--- config.mk ---
export PLATFORM = sky130hd
export DESIGN_NAME = eibp_port
export DESIGN_NICKNAME = d
export VERILOG_FILES = /design/src/eibp_pkg.sv /design/src/eibp_pin_mux.sv /design/src/eibp_port.sv
export SDC_FILE = /design/constraint.sdc
export NUM_CORES = 1
export LEC_CHECK = 0
export BUFFER_PORTS_ARGS = -buffer_cell sky130_fd_sc_hd__buf_2
export CORE_MARGIN = 8
export CORE_UTILIZATION = 43
export CTS_CLUSTER_SIZE = 30
export DETAILED_ROUTE_END_ITERATION = 8
export PLACE_DENSITY = 0.8
export SYNTH_ARGS = -nofsm -noshare
export SYNTH_HDL_FRONTEND = slang
export SYNTH_SLANG_ARGS = --single-unit
--- constraint.sdc ---
create_clock -name pclk -period 1.4 [get_ports pclk]
set_clock_uncertainty 0.2 [all_clocks]
set_input_delay 0 -clock pclk [delete_from_list [all_inputs] [get_ports pclk]]
set_output_delay 0 -clock pclk [all_outputs]
set_load 0.005 [all_outputs]
--- src/eibp_pkg.sv ---
// constants shared by the eight-bit port with pattern lock
// assumes a 32-bit apb slave port and 8 pins
`default_nettype none
package eibp_pkg;

   // ****************************************
   // register map
   // ****************************************
   // printed offsets are register indices, byte address is four times
   localparam logic [15:0] EIBP_DIR_IDX = 16'hffd1;
   localparam logic [15:0] EIBP_LAT_IDX = 16'hffd3;
   localparam int EIBP_ADDR_W = 18;
   localparam logic [17:0] EIBP_DIR_ADDR = {EIBP_DIR_IDX, 2'b00};
   localparam logic [17:0] EIBP_LAT_ADDR = {EIBP_LAT_IDX, 2'b00};

   // ****************************************
   // widths and values
   // ****************************************
   localparam int EIBP_PINS = 8;
   localparam logic [7:0] EIBP_DIR_RST = 8'h00;
   localparam logic [7:0] EIBP_LAT_RST = 8'h00;
   localparam logic [7:0] EIBP_TOP_MASK = 8'h80;
   localparam logic [7:0] EIBP_DIR_READ = 8'hff;
   localparam logic [23:0] EIBP_RD_PAD = 24'h00_0000;
   localparam int EIBP_TOP_PIN = 7;

   // ****************************************
   // operating modes
   // ****************************************
   typedef enum logic [2:0] {
      EIBP_MODE_1 = 3'b001,
      EIBP_MODE_3 = 3'b011,
      EIBP_MODE_5 = 3'b101,
      EIBP_MODE_7 = 3'b111
   } eibp_mode_e;

endpackage
`default_nettype wire

--- src/eibp_pin_mux.sv ---
// per-pin function selection for the eight-bit port
// assumes all select inputs are settled within one pclk cycle
`timescale 1ns/1ps
`default_nettype none
module eibp_pin_mux
   import eibp_pkg::*;
(
   // port state
   input wire logic [7:0] dir_eff,
   input wire logic [7:0] latch_q,
   input wire logic [7:0] pin_s,
   // alternate functions
   input wire logic [7:0] alt_en,
   input wire logic [7:0] alt_out,
   input wire logic [7:0] alt_oe,
   input wire logic mode3,
   input wire logic addr_top,
   // results
   output logic [7:0] drv_val,
   output logic [7:0] drv_en,
   output logic [7:0] rd_val
);

   // ****************************************
   // one cell per pin
   // ****************************************
   genvar i;
   generate
      for (i = 0; i < EIBP_PINS; i++) begin : g_pin
         wire logic is_addr = mode3 && (i == EIBP_TOP_PIN);
         assign drv_val[i] = is_addr ? addr_top :
                             alt_en[i] ? alt_out[i] : latch_q[i];
         assign drv_en[i] = is_addr ? 1'b1 :
                            alt_en[i] ? alt_oe[i] : dir_eff[i];
         assign rd_val[i] = dir_eff[i] ? latch_q[i] : pin_s[i];
      end
   endgenerate

endmodule
`default_nettype wire

--- src/eibp_port.sv ---
// eight-bit io port with pattern lock, apb register slave
// assumes pins synchronous to pclk; standby and mode inputs
// come from the system controller; pattern unit drives lock
//
// Notes on behaviour
// - direction bit one drives, zero inputs
// - mode 3 top pin forced address output
// - direction register reads all ones
// - reset, hardware standby load mode value
// - software standby keeps direction and drive
// - read returns latch or pin level
// - latch clears reset, kept software standby
// - latch holds pattern groups 0 and 1
// - locked latch bits ignore cpu writes
// - locked bits change only by transfer
// - both registers eight bits, bit per pin
//
// Design decision made here: register access over APB.
`timescale 1ns/1ps
`default_nettype none
module eibp_port
   import eibp_pkg::*;
(
   // clock and reset
   input wire logic pclk,
   input wire logic presetn,
   // apb slave
   input wire logic psel,
   input wire logic penable,
   input wire logic pwrite,
   input wire logic [17:0] paddr,
   input wire logic [31:0] pwdata,
   input wire logic [3:0] pstrb,
   output logic [31:0] prdata,
   output logic pready,
   output logic pslverr,
   // system state
   input wire logic [2:0] mode_sel,
   input wire logic hw_standby,
   input wire logic sw_standby,
   // pattern unit
   input wire logic [7:0] next_data_enable_bank,
   input wire logic [7:0] next_data_buffer,
   input wire logic xfer_strobe,
   // timer and address functions
   input wire logic [7:0] alt_en,
   input wire logic [7:0] alt_out,
   input wire logic [7:0] alt_oe,
   input wire logic addr_top,
   // pins
   input wire logic [7:0] pin_in,
   output logic [7:0] pin_out,
   output logic [7:0] pin_oe
);

   // ****************************************
   // address decode
   // ****************************************
   // exact word match, low byte-address bits must be zero
   function automatic logic hit(input logic [17:0] a,
                                input logic [17:0] r);
      hit = (a == r);
   endfunction

   logic [7:0] dir_r;       // stored direction bits
   logic [7:0] dir_nxt;
   logic [7:0] latch_r;     // output data latch
   logic [7:0] latch_nxt;
   logic [7:0] pin_s;       // sampled pin levels
   logic [31:0] prdata_r;   // read data register
   logic [7:0] pin_out_r;
   logic [7:0] pin_oe_r;
   logic [7:0] drv_val;
   logic [7:0] drv_en;
   logic [7:0] rd_val;

   wire logic mode3 = (mode_sel == EIBP_MODE_3);
   wire logic dir_hit = hit(paddr, EIBP_DIR_ADDR);
   wire logic lat_hit = hit(paddr, EIBP_LAT_ADDR);
   wire logic any_hit = dir_hit || lat_hit;
   wire logic setup_ph = psel && !penable;
   wire logic access_ph = psel && penable;
   // writes need byte lane 0, where the 8-bit data sits
   wire logic wr_ok = access_ph && pwrite && pstrb[0];
   wire logic dir_wr = wr_ok && dir_hit;
   wire logic lat_wr = wr_ok && lat_hit;
   wire logic [7:0] wbyte = pwdata[7:0];

   // ****************************************
   // direction register
   // ****************************************
   // top bit forced in mode 3
   // forcing on the output side keeps the async reset constant,
   // and makes the mode 3 value appear without a capture step
   wire logic [7:0] top_force = mode3 ? EIBP_TOP_MASK : EIBP_DIR_RST;
   wire logic [7:0] dir_eff = dir_r | top_force;
   // mode 3 write mask: top bit is not writable there
   wire logic [7:0] dir_wmask = ~top_force;

   assign dir_nxt = dir_wr ? (wbyte & dir_wmask) : dir_r;

   always_ff @(posedge pclk or negedge presetn) begin
      if (!presetn) begin
         dir_r <= EIBP_DIR_RST;
      end else if (hw_standby) begin
         dir_r <= EIBP_DIR_RST;
      end else begin
         dir_r <= dir_nxt;
      end
   end

   // ****************************************
   // output data latch
   // ****************************************
   // locked bits refuse cpu writes
   wire logic [7:0] cpu_mask = lat_wr ? ~next_data_enable_bank : 8'h00;
   wire logic [7:0] tpu_mask = xfer_strobe ? next_data_enable_bank : 8'h00;

   // latch doubles as pattern holding register
   // cpu and transfer masks are disjoint, so no priority clash
   assign latch_nxt = (latch_r & ~(cpu_mask | tpu_mask)) |
                      (wbyte & cpu_mask) |
                      (next_data_buffer & tpu_mask);

   // cleared by reset and hardware standby
   always_ff @(posedge pclk or negedge presetn) begin
      if (!presetn) begin
         latch_r <= EIBP_LAT_RST;
      end else if (hw_standby) begin
         latch_r <= EIBP_LAT_RST;
      end else begin
         latch_r <= latch_nxt;
      end
   end

   // ****************************************
   // pin sampling
   // ****************************************
   // pins are synchronous, one sample stage is enough
   always_ff @(posedge pclk or negedge presetn) begin
      if (!presetn) begin
         pin_s <= 8'h00;
      end else begin
         pin_s <= pin_in;
      end
   end

   // ****************************************
   // pin function selection
   // ****************************************
   eibp_pin_mux u_mux (
      .dir_eff(dir_eff),
      .latch_q(latch_r),
      .pin_s(pin_s),
      .alt_en(alt_en),
      .alt_out(alt_out),
      .alt_oe(alt_oe),
      .mode3(mode3),
      .addr_top(addr_top),
      .drv_val(drv_val),
      .drv_en(drv_en),
      .rd_val(rd_val)
   );

   // freeze drivers in software standby
   // drivers register one cycle after the latch changes
   always_ff @(posedge pclk or negedge presetn) begin
      if (!presetn) begin
         pin_out_r <= 8'h00;
         pin_oe_r <= 8'h00;
      end else if (hw_standby) begin
         pin_out_r <= 8'h00;
         pin_oe_r <= 8'h00;
      end else if (!sw_standby) begin
         pin_out_r <= drv_val;
         pin_oe_r <= drv_en;
      end
   end

   assign pin_out = pin_out_r;
   assign pin_oe = pin_oe_r;

   // ****************************************
   // apb read and answer
   // ****************************************
   // direction reads back all ones
   wire logic [7:0] rd_byte = dir_hit ? EIBP_DIR_READ :
                              lat_hit ? rd_val : 8'h00;

   // read data captured in setup, held through access
   always_ff @(posedge pclk or negedge presetn) begin
      if (!presetn) begin
         prdata_r <= 32'h0000_0000;
      end else if (setup_ph && !pwrite) begin
         prdata_r <= {EIBP_RD_PAD, rd_byte};
      end
   end

   assign prdata = prdata_r;
   // zero wait states: every access ends in one access cycle
   assign pready = 1'b1;
   // unmapped addresses answer with an error
   assign pslverr = access_ph && !any_hit;
endmodule
`default_nettype wire

==> impl_metrics.py <==
metrics = {
    "logic_synthesis": {
        "yosysTopAreaCell": "dfrtp_1",
        "synth_area_leaders": "dfrtp_1, mux2i_1, buf_4",
        "yosysWarnings": 0,
        "yosysUniqueCellTypes": 32,
        "syn_area_sq_um": 2630,
        "synth_edf_count": 0,
        "synthMostInstantiatedCell": "dfrtp_1",
        "synthFlopType": "dfrtp_1",
        "synth_top_area_share": 0.457,
        "synth_commonest_cells": "dfrtp_1, nor2_1, a21oi_1, buf_4, mux2i_1",
        "synth_cells": 278,
        "ys_ff_latch": 48,
        "yosysSeqAreaShare": 0.457,
        "synthArstFlopShare": 1.00,
        "syn-mean-instance-area_sq_um": 9.46,
    },
    "setup_path": {
        "cp_max_fo": 4,
        "worst-r2r-setup-slack_ns": 0.05,
        "crit_type": "reg -> reg",
        "critical_path_required_ns": 1.37,
        "ff2ff_path_depth": 3,
        "arrival_ns": 1.32,
        "worst_setup_path_start_kind": "register",
        "r2r_start": "dir_r[3]",
        "endpoint": "prdata[3]",
        "critPathLaunch": "dir_r[3]",
        "r2r-end": "prdata[3]",
        "cp-end-kind": "register",
    },
    "clocking": {
        "cts_sinks": 48,
        "cts_root_buffer": "clkbuf_8",
        "cts_buffer_depth": 2,
        "path_clk_slew_ns": 0.09,
        "post-cts-setup-buffers": 0,
        "ctsHtreeMaxLevel": 2,
        "cts_tree": "done",
        "cts_hold_repair.buffers": 59,
        "clock_latency_ns": 0.30,
        "numCtsBuffers": 5,
    },
    "sta": {
        "setup_viol": 0,
        "layout_min_cycle_time_ns": 1.35,
        "hold_viol": 4,
        "fmax_ghz": 0.741,
        "rsz0062_at_grt": "yes",
        "finalWorstSetupSlack_ns": 0.0506,
        "maxSlewViolCount": 0,
        "whs_ns": -0.0799,
        "finalCritPeriodShare": 0.964,
    },
    "finish": {
        "areaGrowthSynthToFinish_pct": 50.8,
        "fin_nets": 564,
        "layout-drive-gt1-share": 0.313,
    },
    "power_and_ir_drop": {
        "totalPowerFinal_w": 0.00288,
        "pwr_density_cell_nw_per_um2": 725,
        "p_leak_nw": 2.01,
        "ir_worst_vdd_uv": 461,
    },
    "detailed_routing": {
        "drc_errors": 0,
        "dr.pass1.iters": 4,
        "viasPerCell": 5.16,
        "vias": 2721,
        "drtIter0Drc": 181,
        "wl_um": 9080,
        "avgRoutedWirePerCell_um": 17.2,
        "ant_nets": 0,
    },
    "outcome": {
        "failed_checks": "hold timing",
        "status": "finished with violations",
    },
    "die": {
        "die_w_um": 94.2,
        "initial_core_util": 0.444,
        "die_h_um": 94.2,
        "coreArea_sq_um": 5920,
        "ios": 164,
        "die-area_sq_um": 8870,
        "rows": 28,
    },
    "global_routing": {
        "grt_max_degree": 49,
        "grt_antenna_before_repair": 0,
        "grt_util_all_layers": 0.208,
        "grt_pass1_vias": 2950,
        "grt_first_pass_wirelength_um": 14600,
        "grt_remaining_overflow": 0,
    },
    "place": {
        "io_buffers": 111,
        "detailedPlace.worstSlack_ns": -0.288,
        "dp_hpwl_um": 6190,
        "place_congestion": 0.820,
    },
    "worst_hold_path": {
        "whs_path_depth": 4,
        "hold_class": "in -> reg",
    },
    "job": {
        "maxCapViolCount": 0,
    },
}
==> worst max-delay path, cell delays in order (launching register included) <==
cell and delay [ns]:
dfrtp_1 0.43, nor2b_1 0.07, a211oi_1 0.42, o31ai_1 0.11
==> sequential cells by signal, indices dropped and copies added, names as in the netlist <==
register and cells:
dir_r 8, prdata 8, pin_out 8, pin_oe 8
latch_r 8, pin_s 8
==> cell type report <==
cell class / count / area, sq um
inverters: 2 / 7.51
clock buffers: 7 / 86.3
clock inverters: 1 / 7.51
fillers: 474 / 1950
flip-flops and latches: 48 / 1200
diodes: 1 / 2.50
well taps: 75 / 93.8
multi-input cells: 211 / 1280
repair buffers: 182 / 1290
==> timing repair <==
action	in CTS	in global routing
endpoints found under the hold margin	88	1
endpoints found under the setup margin	1	8
resized for setup	1	5
pin swaps	0	0
==> cell usage in the layout (no fill, tap or decap), drive strengths merged, types with 2 or more instances in the layout <==
| cell | Yosys | routed |
|---|---|---|
| a211oi | 7 | 7 |
| a21oi | 25 | 25 |
| a31oi | 8 | 8 |
| and4 | 8 | 8 |
| buf | 27 | 122 |
| clkbuf | 13 | 8 |
| conb | 2 | 25 |
| dfrtp | 48 | 48 |
| dlygate4sd3 | 0 | 59 |
| inv | 2 | 2 |
| mux2i | 24 | 24 |
| nand2 | 20 | 20 |
| nand4 | 9 | 9 |
| nor2 | 33 | 33 |
| nor2b | 7 | 7 |
| nor3 | 9 | 9 |
| o21ai | 8 | 8 |
| o21ba | 8 | 8 |
| o31ai | 8 | 8 |
| or3 | 2 | 2 |
==> power breakdown <==
part,internal [W],leakage [nW],switching [W]
sequential,0.00143,0.643,0.0000232
combinational,0.000314,1.32,0.000258
clock,0.000402,0.0445,0.000452
==> worst min path at each step <==
| stage | start | end | slack, ns |
|---|---|---|---|
| 3_3_place_gp | presetn | prdata[1] | -0.19 |
| 5_1_grt | paddr[3] | dir_r[7] | -0.06 |
| 4_1_cts | paddr[3] | dir_r[7] | -0.03 |
| 6_report | paddr[3] | dir_r[7] | -0.08 |
| 3_5_place_dp | presetn | prdata[2] | -0.19 |
| 2_1_floorplan | presetn | dir_r[0] | -0.50 |
==> metal layers <==
layer	vias to the layer above	track usage	routed length, um
li1	1292	-	-
met1	1288	0.222	3330
met2	125	0.383	4730
met3	16	0.0600	854
met4	0	0.0661	163
met5	-	0	0
==> cell families (layout without fill, tap and decap cells) <==
family / Yosys count / after routing / synth area share
other: 2 / 26 / 0.00286
buffers and inverters: 42 / 192 / 0.0966
and+or+nand+nor: 95 / 95 / 0.188
DFF: 48 / 48 / 0.457
AOI/OAI and AO/OA: 67 / 67 / 0.165
muxes: 24 / 24 / 0.0913
==> stage by stage <==
step           cells  setup TNS [ns]   util  instance area, sq um
6_report         527               0  0.670                  3970
4_1_cts          526               0  0.667                  3950
5_1_grt          526               0  0.669                  3960
3_3_place_gp     459           -1.68  0.551                  3260
3_5_place_dp     459           -2.17  0.551                  3260
2_1_floorplan    301          -0.266      -                  2730
Note: power is estimated with default switching activity, not from simulation.
